===== src/fced_pkg.sv =====
// constants, register map and state codes of the frame check and energy detect block
package fced_pkg;

    ////////////////////////////////////////////////////////////////////////////
    // clock and timing
    localparam int CLK_MHZ = 250;                            // core clock, 4 ns period
    localparam int ED_DONE_US = 140;                         // result stored this long after start
    localparam int ED_DONE_CYC = ED_DONE_US * CLK_MHZ;       // 35000 cycles
    localparam int ED_AVG_US = 128;                          // averaging window, eight symbols
    localparam int RSSI_UPD_US = 2;                          // signal-strength refresh period
    localparam int RSSI_UPD_CYC = RSSI_UPD_US * CLK_MHZ;     // 500 cycles
    localparam int ED_SAMPLES = ED_AVG_US / RSSI_UPD_US;     // 64 samples per average

    ////////////////////////////////////////////////////////////////////////////
    // register indices; byte address is four times the index
    localparam logic [7:0] IDX_TX_CTRL = 8'h05;              // tx_power_and_fcs_control
    localparam logic [7:0] IDX_RSSI = 8'h06;                 // signal_strength_and_fcs_status
    localparam logic [7:0] IDX_ED = 8'h07;                   // energy_level_result
    localparam logic [7:0] ADDR_TX_CTRL = {IDX_TX_CTRL[5:0], 2'b00};
    localparam logic [7:0] ADDR_RSSI = {IDX_RSSI[5:0], 2'b00};
    localparam logic [7:0] ADDR_ED = {IDX_ED[5:0], 2'b00};

    ////////////////////////////////////////////////////////////////////////////
    // fields and reset values
    localparam int AUTO_CRC_POS = 7;                         // auto-append enable
    localparam int TXPWR_W = 4;                              // tx_power_level width
    localparam int CRC_VALID_POS = 7;                        // receive check result
    localparam int RSSI_W = 5;                               // signal-strength field width
    localparam logic [7:0] TX_CTRL_RST = 8'h00;
    localparam logic [7:0] ED_RST = 8'h00;
    localparam logic [7:0] ED_MAX = 8'h54;                   // 84 dB top code
    localparam logic [4:0] RSSI_MAX = 5'h1C;                 // 28, top signal-strength code

    ////////////////////////////////////////////////////////////////////////////
    // check value and frame lengths
    localparam int CRC_W = 16;
    localparam logic [15:0] CRC_POLY = 16'h1021;             // x^16 + x^12 + x^5 + 1
    localparam logic [15:0] CRC_INIT = 16'h0000;
    localparam logic [6:0] LEN_MIN_AUTO = 7'h03;
    localparam logic [6:0] LEN_MIN_CHECK = 7'h02;
    localparam logic [6:0] FCS_BYTES = 7'h02;

    ////////////////////////////////////////////////////////////////////////////
    // state codes, gray along the usual transmit path; receive steps from RX_EVAL 2'b11 back to RX_IDLE 2'b00
    typedef enum logic [1:0] {
        TX_IDLE = 2'b00,
        TX_BODY = 2'b01,
        TX_FCS_LO = 2'b11,
        TX_FCS_HI = 2'b10
    } fced_tx_st_type;

    typedef enum logic [1:0] {
        RX_IDLE = 2'b00,
        RX_BODY = 2'b01,
        RX_EVAL = 2'b11
    } fced_rx_st_type;

    typedef enum logic {
        ED_IDLE = 1'b0,
        ED_RUN = 1'b1
    } fced_ed_st_type;

endpackage : fced_pkg


===== src/fced_crc_if.sv =====
// carrier between the frame logic and one check-value engine
`timescale 1ns/1ns
interface fced_crc_if import fced_pkg::*; ();
    logic clear;                 // restart the remainder
    logic load;                  // fold one byte in
    logic [7:0] data;            // byte, bit 0 first on air
    logic [CRC_W-1:0] value;     // running remainder

    modport owner (output clear, output load, output data, input value);
    modport engine (input clear, input load, input data, output value);
endinterface : fced_crc_if


===== src/fced_crc16.sv =====
// bytewise remainder engine for the 16-bit frame check value
`timescale 1ns/1ns
module fced_crc16 import fced_pkg::*; #(
    parameter logic [CRC_W-1:0] POLY = CRC_POLY
) (
    input wire logic clk_i,
    input wire logic rst_b_i,
    input wire logic ce_i,
    fced_crc_if.engine crc
);

    typedef struct packed {
        logic [CRC_W-1:0] rem;   // remainder, msb is r0
    } fced_crc_state_type;

    fced_crc_state_type s_q;
    fced_crc_state_type s_d;

    // eight serial division steps, bit 0 of the byte goes first
    function automatic logic [CRC_W-1:0] div_byte(input logic [CRC_W-1:0] c, input logic [7:0] b);
        logic [CRC_W-1:0] r;
        logic fb;
        r = c;
        for (int i = 0; i < 8; i++) begin
            fb = b[i] ^ r[CRC_W-1];
            r = {r[CRC_W-2:0], 1'b0};
            if (fb) begin
                r = r ^ POLY;
            end
        end
        return r;
    endfunction : div_byte

    ////////////////////////////////////////////////////////////////////////////
    // next remainder; clear wins over load
    always_comb begin
        s_d = s_q;
        if (crc.clear) begin
            s_d.rem = CRC_INIT;
        end else if (crc.load) begin
            s_d.rem = div_byte(s_q.rem, crc.data);
        end
    end

    // register the remainder
    always_ff @(posedge clk_i or negedge rst_b_i) begin
        if (!rst_b_i) begin
            s_q <= '0;
        end else if (ce_i) begin
            s_q <= s_d;
        end
    end

    assign crc.value = s_q.rem;

endmodule : fced_crc16


===== src/fced_top.sv =====
// frame check sequence generation and check, signal-strength sampling and energy detection
`timescale 1ns/1ns
module fced_top import fced_pkg::*; #(
    parameter int ED_DONE_CYC_P = ED_DONE_CYC,       // shorten for simulation
    parameter int RSSI_UPD_CYC_P = RSSI_UPD_CYC
) (
    input wire logic clk_i,
    input wire logic rst_b_i,
    input wire logic ce_i,
    input wire logic psel_i,
    input wire logic penable_i,
    input wire logic pwrite_i,
    input wire logic [7:0] paddr_i,
    input wire logic [31:0] pwdata_i,
    output logic [31:0] prdata_o,
    output logic pready_o,
    output logic pslverr_o,
    input wire logic tx_start_i,
    input wire logic [7:0] tx_len_i,
    input wire logic tx_ack_i,
    input wire logic [7:0] tx_byte_i,
    input wire logic tx_byte_valid_i,
    output logic [7:0] tx_byte_o,
    output logic tx_byte_valid_o,
    output logic tx_done_o,
    input wire logic rx_start_i,
    input wire logic [7:0] rx_len_i,
    input wire logic [7:0] rx_byte_i,
    input wire logic rx_byte_valid_i,
    input wire logic rx_auto_ack_state_i,
    input wire logic tx_auto_retry_state_i,
    output logic frame_done_irq_o,
    output logic ack_accepted_o,
    output logic frame_dropped_o,
    input wire logic rx_state_i,
    input wire logic sfd_i,
    input wire logic [RSSI_W-1:0] rssi_i,
    output logic [TXPWR_W-1:0] tx_power_level_o
);

    localparam int UW = $clog2(RSSI_UPD_CYC_P + 1);                  // refresh timer width
    localparam int EW = $clog2(ED_DONE_CYC_P + 1);                   // measurement timer width
    localparam int SW = $clog2(ED_SAMPLES * int'(RSSI_MAX) + 1);      // sample sum width
    localparam int SH = $clog2(ED_SAMPLES);                          // divide by sample count
    localparam int NW = $clog2(ED_SAMPLES + 1);                      // sample counter width

    typedef struct packed {
        logic [31:0] prdata;             // bus read data
        logic pready;                    // bus completion
        logic pslverr;                   // unmapped address
        logic auto_crc;                  // auto-append enable
        logic [TXPWR_W-1:0] txpwr;       // tx_power_level
        fced_tx_st_type tx_st;           // transmit sequencer
        logic tx_auto;                   // this frame gets a generated value
        logic [6:0] tx_nbody;            // bytes taken from the source
        logic [6:0] tx_cnt;              // bytes passed so far
        logic [7:0] tx_byte;             // outgoing byte
        logic tx_bval;                   // outgoing byte strobe
        logic tx_done;                   // frame fully sent
        fced_rx_st_type rx_st;           // receive sequencer
        logic [6:0] rx_len;              // N of the frame
        logic [6:0] rx_cnt;              // bytes folded in
        logic rx_auto_ack_state;                   // auto-ack state latched
        logic rx_aret;                   // auto-retry state latched
        logic crc_valid;                 // receive check result
        logic irq;                       // frame_done_irq pulse
        logic ack_ok;                    // acknowledgement accepted pulse
        logic drop;                      // frame discarded pulse
        logic [RSSI_W-1:0] rssi;         // current sample
        logic [UW-1:0] rssi_tmr;         // refresh timer
        fced_ed_st_type ed_st;           // measurement running
        logic [EW-1:0] ed_tmr;           // time since start
        logic [SW-1:0] ed_sum;           // sum of samples
        logic [NW-1:0] ed_nsamp;         // samples taken
        logic [7:0] ed_lvl;              // energy_level
    } fced_state_type;

    fced_state_type s;
    fced_state_type n;
    logic [1:0] rst_sync_q;              // reset release pipeline
    logic rst_b;                         // synchronised reset

    fced_crc_if txc ();
    fced_crc_if rxc ();

    // bit 0 of a byte leaves first, so r0 lands in the byte lsb
    function automatic logic [7:0] rev8(input logic [7:0] v);
        logic [7:0] r;
        r = '0;
        for (int i = 0; i < 8; i++) begin
            r[i] = v[7-i];
        end
        return r;
    endfunction : rev8

    ////////////////////////////////////////////////////////////////////////////
    // reset release through two flops; assertion stays asynchronous
    always_ff @(posedge clk_i or negedge rst_b_i) begin
        if (!rst_b_i) begin
            rst_sync_q <= 2'b00;
        end else begin
            rst_sync_q <= {rst_sync_q[0], 1'b1};
        end
    end
    assign rst_b = rst_sync_q[1];

    ////////////////////////////////////////////////////////////////////////////
    // one engine per direction, so an acknowledgement can go out right after a reception
    fced_crc16 u_tx_crc (.clk_i(clk_i), .rst_b_i(rst_b), .ce_i(ce_i), .crc(txc.engine));
    fced_crc16 u_rx_crc (.clk_i(clk_i), .rst_b_i(rst_b), .ce_i(ce_i), .crc(rxc.engine));

    ////////////////////////////////////////////////////////////////////////////
    // next-state logic for bus, transmit, receive and energy paths
    always_comb begin
        logic acc;
        logic hit;
        logic ed_start;
        logic tick;
        logic aut;
        logic chk;
        logic [6:0] len;
        logic [6:0] nb;
        logic [31:0] rd;
        logic [SW+1:0] sc;
        acc = psel_i & penable_i;
        hit = (paddr_i == ADDR_TX_CTRL) || (paddr_i == ADDR_RSSI) || (paddr_i == ADDR_ED);
        ed_start = 1'b0;
        tick = 1'b0;
        aut = 1'b0;
        chk = 1'b0;
        len = '0;
        nb = '0;
        rd = '0;
        sc = '0;
        n = s;
        n.tx_bval = 1'b0;
        n.tx_done = 1'b0;
        n.irq = 1'b0;
        n.ack_ok = 1'b0;
        n.drop = 1'b0;
        txc.clear = 1'b0;
        txc.load = 1'b0;
        txc.data = tx_byte_i;
        rxc.clear = 1'b0;
        rxc.load = 1'b0;
        rxc.data = rx_byte_i;

        // read mux; reserved bits read zero
        unique case (paddr_i)
            ADDR_TX_CTRL: rd[7:0] = {s.auto_crc, 3'b000, s.txpwr};
            ADDR_RSSI: rd[7:0] = {s.crc_valid, 2'b00, s.rssi};
            ADDR_ED: rd[7:0] = rx_state_i ? s.ed_lvl : ED_RST;
            default: rd = '0;
        endcase

        // one wait state: answer on the cycle after the access phase opens
        n.pready = acc & !s.pready;
        n.pslverr = acc & !s.pready & !hit;
        if (acc && !s.pready) begin
            n.prdata = rd;
        end
        if (acc && s.pready && pwrite_i && !s.pslverr) begin
            if (paddr_i == ADDR_TX_CTRL) begin
                n.auto_crc = pwdata_i[AUTO_CRC_POS];
                n.txpwr = pwdata_i[TXPWR_W-1:0];
            end
            if (paddr_i == ADDR_ED) begin
                ed_start = 1'b1;
            end
        end

        // transmit: pass the body, then emit the remainder
        unique case (s.tx_st)
            TX_IDLE: begin
                if (tx_start_i) begin
                    len = tx_len_i[6:0];
                    aut = (s.auto_crc | tx_ack_i) & (len >= LEN_MIN_AUTO);
                    nb = aut ? 7'(len - FCS_BYTES) : len;
                    n.tx_auto = aut;
                    n.tx_nbody = nb;
                    n.tx_cnt = '0;
                    txc.clear = 1'b1;
                    n.tx_st = (nb == 7'h00) ? TX_IDLE : TX_BODY;
                    n.tx_done = (nb == 7'h00);
                end
            end
            TX_BODY: begin
                if (tx_byte_valid_i) begin
                    n.tx_byte = tx_byte_i;
                    n.tx_bval = 1'b1;
                    txc.load = 1'b1;
                    n.tx_cnt = 7'(s.tx_cnt + 7'h01);
                    if (n.tx_cnt == s.tx_nbody) begin
                        n.tx_st = s.tx_auto ? TX_FCS_LO : TX_IDLE;
                        n.tx_done = !s.tx_auto;
                    end
                end
            end
            TX_FCS_LO: begin
                // source bytes here are dummies and are not used
                n.tx_byte = rev8(txc.value[15:8]);
                n.tx_bval = 1'b1;
                n.tx_st = TX_FCS_HI;
            end
            TX_FCS_HI: begin
                n.tx_byte = rev8(txc.value[7:0]);
                n.tx_bval = 1'b1;
                n.tx_done = 1'b1;
                n.tx_st = TX_IDLE;
            end
        endcase

        // receive: fold every byte incl. the footer, remainder zero means intact
        unique case (s.rx_st)
            RX_IDLE: begin
                if (rx_start_i) begin
                    n.rx_len = rx_len_i[6:0];
                    n.rx_cnt = '0;
                    n.rx_auto_ack_state = rx_auto_ack_state_i;
                    n.rx_aret = tx_auto_retry_state_i;
                    rxc.clear = 1'b1;
                    n.rx_st = (rx_len_i[6:0] == 7'h00) ? RX_EVAL : RX_BODY;
                end
            end
            RX_BODY: begin
                if (rx_byte_valid_i) begin
                    rxc.load = 1'b1;
                    n.rx_cnt = 7'(s.rx_cnt + 7'h01);
                    if (n.rx_cnt == s.rx_len) begin
                        n.rx_st = RX_EVAL;
                    end
                end
            end
            RX_EVAL: begin
                chk = (s.rx_len >= LEN_MIN_CHECK) && (rxc.value == CRC_INIT);
                if (s.rx_aret) begin
                    n.ack_ok = chk;
                end else if (s.rx_auto_ack_state && !chk) begin
                    n.drop = 1'b1;
                end else begin
                    n.irq = 1'b1;
                    if (s.rx_len >= LEN_MIN_CHECK) begin
                        n.crc_valid = chk;
                    end
                end
                n.rx_st = RX_IDLE;
            end
            default: n.rx_st = RX_IDLE;
        endcase

        // signal-strength refresh while receiving; out-of-range samples clipped
        if (rx_state_i) begin
            if (s.rssi_tmr == UW'(RSSI_UPD_CYC_P - 1)) begin
                n.rssi_tmr = '0;
                n.rssi = (rssi_i > RSSI_MAX) ? RSSI_MAX : rssi_i;
                tick = 1'b1;
            end else begin
                n.rssi_tmr = UW'(s.rssi_tmr + 1'b1);
            end
        end else begin
            n.rssi_tmr = '0;
        end

        // energy measurement; old level stays readable until the new one lands
        if (sfd_i || ed_start) begin
            n.ed_st = ED_RUN;
            n.ed_tmr = '0;
            n.ed_sum = '0;
            n.ed_nsamp = '0;
        end else if (s.ed_st == ED_RUN) begin
            if (tick && (s.ed_nsamp < NW'(ED_SAMPLES))) begin
                n.ed_sum = SW'(s.ed_sum + SW'(n.rssi));
                n.ed_nsamp = NW'(s.ed_nsamp + 1'b1);
            end
            if (s.ed_tmr == EW'(ED_DONE_CYC_P - 1)) begin
                sc = (SW+2)'({2'b00, s.ed_sum} + {1'b0, s.ed_sum, 1'b0});
                n.ed_lvl = 8'(sc >> SH);
                if (n.ed_lvl > ED_MAX) begin
                    n.ed_lvl = ED_MAX;
                end
                n.ed_st = ED_IDLE;
            end else begin
                n.ed_tmr = EW'(s.ed_tmr + 1'b1);
            end
        end
    end

    ////////////////////////////////////////////////////////////////////////////
    // state register, frozen while the clock enable is low
    always_ff @(posedge clk_i or negedge rst_b) begin
        if (!rst_b) begin
            s <= '0;
            s.auto_crc <= TX_CTRL_RST[AUTO_CRC_POS];
            s.txpwr <= TX_CTRL_RST[TXPWR_W-1:0];
            s.ed_lvl <= ED_RST;
        end else if (ce_i) begin
            s <= n;
        end
    end

    assign prdata_o = s.prdata;
    assign pready_o = s.pready;
    assign pslverr_o = s.pslverr;
    assign tx_power_level_o = s.txpwr;
    assign tx_byte_o = s.tx_byte;
    assign tx_byte_valid_o = s.tx_bval;
    assign tx_done_o = s.tx_done;
    assign frame_done_irq_o = s.irq;
    assign ack_accepted_o = s.ack_ok;
    assign frame_dropped_o = s.drop;
endmodule : fced_top


===== config.mk =====
export PLATFORM = sky130hd
export DESIGN_NAME = fced_top
export DESIGN_NICKNAME = d
export VERILOG_FILES = /design/src/fced_pkg.sv /design/src/fced_crc_if.sv /design/src/fced_crc16.sv /design/src/fced_top.sv
export SDC_FILE = /design/constraint.sdc
export NUM_CORES = 1
export LEC_CHECK = 0
export ABC_AREA = 0
export BUFFER_PORTS_ARGS = -buffer_cell sky130_fd_sc_hd__buf_2
export CORE_MARGIN = 2
export CORE_UTILIZATION = 50
export CTS_CLUSTER_DIAMETER = 60
export DETAILED_ROUTE_END_ITERATION = 10
export PLACE_DENSITY_LB_ADDON = 0.2
export SLEW_MARGIN = 20
export SYNTH_ARGS = -nofsm -noshare
export SYNTH_HDL_FRONTEND = slang
export SYNTH_HIERARCHICAL = 1
export SYNTH_SLANG_ARGS = --single-unit

===== constraint.sdc =====
create_clock -name clk_i -period 6.3 [get_ports clk_i]
set_input_delay 0 -clock clk_i [delete_from_list [all_inputs] [get_ports clk_i]]
set_output_delay 0 -clock clk_i [all_outputs]
set_load 0.005 [all_outputs]

==> run summary <==
During placement, the flow inserted port buffers numbering 89. In this run the cell area of the synthesized design comes to 0.00910 mm². Using the TritonRoute via totals, the vias-per-cell ratio works out to 5.50. At the end of the flow, the number of nets in the layout was 1137. The flow ran to the end, and the final reports show no timing, DRC or antenna violations. The setup clock skew after layout was 0.00975 ns. For the worst-skew pair, the clock arrives at the later sink with an insertion delay of 0.42 ns. The tools report the number of hold-slack violations in the final timing report as 0. Cell at the root of the clock tree: clkbuf_16.

After clock tree synthesis, the clock-pin slew on the worst setup and hold paths is 0.06 ns. Final hold analysis gives a worst-case slack of 0.0119 ns. For the pin with the worst max-slew slack, the measured transition is 0.952 ns. The number of max-cap violations is 0, and the final weighted congestion in routability-driven placement is 0.821. Yosys printed 6 warnings. The tools report the worst endpoint required time as 6.65 ns.

STA classifies the critical path endpoint as a register. Along the worst path, the maximum fanout reaches 8. The tools report the aggregate routed wire length as 19300 µm. The wire length of the first global-routing pass was 32900 µm; the via count was 6946.

The number of enable-type register cells in the synthesized netlist works out to 0. The critical path launch point type is a register. Portion of the post-synthesis area used by sequential elements: 0.423. In this run the core area contains 49 standard-cell rows. The synthesized design contains 154 register bits.

TritonCTS built the clock tree. The via count of the first global-routing pass was 6773; the number of post-CTS setup repair buffers was 0. For the accumulated negative setup slack, the log shows 0 ns. The critical path is of the reg2reg type. Total routing resource utilization after global routing: 0.207. Entering global routing, the biggest net connects 60 pins.

The maximum vdd drop was 0.248 mV. The headroom to the max-slew limit is 0.361, and the final-report setup violation count is 0. The detailed-router iteration count before antenna repair was 5; the layout overhead on the synthesized area was 14.8%.

Leading area contributor after synthesis: dfrtp_1. In this run, distinct cell masters in the synthesized netlist total 68. The layout cell share with drive strength beyond 1 was 0.171. The fraction of synthesis flops using an asynchronous set or reset pin came out at 1.00. The tools report the max-slew violation total from the final report as 0. Among all flip-flop cells after synthesis, the most frequent one is dfrtp_1. 0 antenna diodes ended up in the layout. The final critical-path share of the clock period works out to 0.584.

Dividing total power by cell area gives a power density of 359 mW/mm². Synthesis produced a netlist whose cell count is 927. The tools report the count of routing violations after the opening detailed-route iteration as 320. The average cell area after synthesis was 9.82 µm²; the effective utilization at floorplan was 0.509.

The overall overflow remaining after global route is 0. The total CTS buffers came out at 17. By area the synthesized netlist is led by dfrtp_1 (42%), nand2_1 (4.7%), o21ai_0 (4.3%). Detailed placement finished with a half-perimeter wire length of 13500 µm. Data arrives at the worst endpoint at 4.03 ns.

The share of the synthesized area in the top cell type was 0.423. The number of antenna violations at the first check in global routing was 0. In this run, post-CTS hold repair placed 33 buffers. Setup repair after global routing left no endpoint under its margin. The horizontal die dimension came out at 139 µm. The static leakage was 4.88 nW. Counting along the longest clock path gives a buffer depth of 2.

Number of sinks handled by clock tree synthesis: 154. The floorplan step defined a die boundary enclosing 0.0193 mm². For the total of cells resized after clock tree synthesis, the log shows 0.

Based on the critical path, the design can be clocked at up to 0.272 GHz. In this run the remaining antenna-violating nets after routing total 0. The number of design rule violations left after detail routing is 0. In this run the number of H-tree levels came out at 4.

Counting I/O delays and the setup requirement, the final critical path takes 3.68 ns. The average wire length per cell after detail routing is 15.3 µm. The class of the most critical hold timing path was in2reg.

The die is 139 µm tall. For this design the top-level I/O count stands at 143. In this run the standard cell core region covers 0.0179 mm².
critical path: stages, from the launching register on:
cell and delay, ns:
dfrtp_1 0.38, ha_1 0.21, nand2b_1 0.09, or4b_4 0.50
or2_1 0.39, o21ai_0 0.28, ha_1 0.21, inv_1 0.05
fa_1 0.37, nor2b_1 0.17, o21a_1 0.15, o21ai_0 0.07
nand2b_1 0.12, nand4_2 0.14, or3_1 0.33, a21oi_1 0.14
synth_stat cells, types with 22 or more instances:
cell type and count:
o21ai_0 78, xor2_1 31, ha_1 22, nor2_1 54, a21oi_1 28, o21ai_1 24, nand3_1 25, xnor2_1 39
mux2_2 27, dfrtp_1 154, nand2_1 114, buf_4 44
final timing paths:
kind                            endpoint  slack (ns)     startpoint  depth (start not counted)
hold reg to reg            rst_sync_q[1]        0.35  rst_sync_q[0]                          0
setup / recovery                   s[25]        2.62          s[43]                         15
max in group asynchronous           s[3]        4.67  rst_sync_q[1]                          1
min in group asynchronous          s[41]        0.40  rst_sync_q[1]                          0
hold / removal              tx_byte_o[4]        0.01   tx_byte_i[4]                          4
setup reg to reg                   s[25]        2.62          s[43]                         15
cell families after synthesis:
kind of cell / Yosys count / share of synthesized area
AOI/OAI and AO/OA: 224 / 0.154
xor gates and xnor gates: 96 / 0.127
adders and majority gates: 23 / 0.0324
buffers and inverters: 94 / 0.0584
DFF: 154 / 0.423
muxes: 31 / 0.0378
other: 2 / 0.000825
and+or+nand+nor: 303 / 0.166
cell usage in the layout (no fill, tap or decap), drive strengths merged, types with 22 or more instances in the layout:
cell         count
xor2            33
dlygate4sd3     33
buf             93
nand2          114
o21ai          108
nor2            54
dfrtp          154
a21oi           28
mux2            27
nand3           25
xnor2           45
conb            25
ha              22
final cells by class:
type | count | area [µm²]
Multi-Input combinational cell | 702 | 4810
Clock inverter | 12 | 174
Inverter | 21 | 78.8
Fill cell | 1522 | 7450
Timing Repair Buffer | 126 | 806
Tap cell | 229 | 287
Sequential cell | 154 | 3860
Clock buffer | 19 | 443
sequential cells by signal (all words and copies together) (netlist names):
register            flops
tx_done_o               1
tx_byte_o               8
s                      93
tx_byte_valid_o         1
pslverr_o               1
ack_accepted_o          1
u_tx_crc/crc.value     16
u_rx_crc/crc.value     16
frame_dropped_o         1
pready_o                1
frame_done_irq_o        1
rst_sync_q              2
prdata_o                8
tx_power_level_o        4
power by group:
| part | total [W] | switching (W) | leakage (nW) | internal [W] |
|---|---|---|---|---|
| clock network | 0.00107 | 0.000401 | 0.303 | 0.000670 |
| logic | 0.00120 | 0.000519 | 2.56 | 0.000683 |
| registers | 0.00148 | 0.000260 | 2.01 | 0.00122 |
| total | 0.00375 | 0.00118 | 4.88 | 0.00257 |
through the flow:
stage	power, W	cell area (µm²)	worst slack (ns)	std cells	util
after floorplan	0.00246	9190	1.69	950	-
after global placement	0.00266	9500	2.65	1199	0.531
after detailed placement	0.00269	9500	2.63	1199	0.531
after CTS	0.00378	10500	2.60	1263	0.584
after global routing	0.00399	10500	2.35	1263	0.584
final	0.00375	10500	2.62	1263	0.584
metal layers:
layer	GRT usage	wire, µm
met5	0	0
met4	0.0521	214
met3	0.0490	826
met2	0.337	9130
met1	0.281	9120
Note: power is estimated with default switching activity, not from simulation.
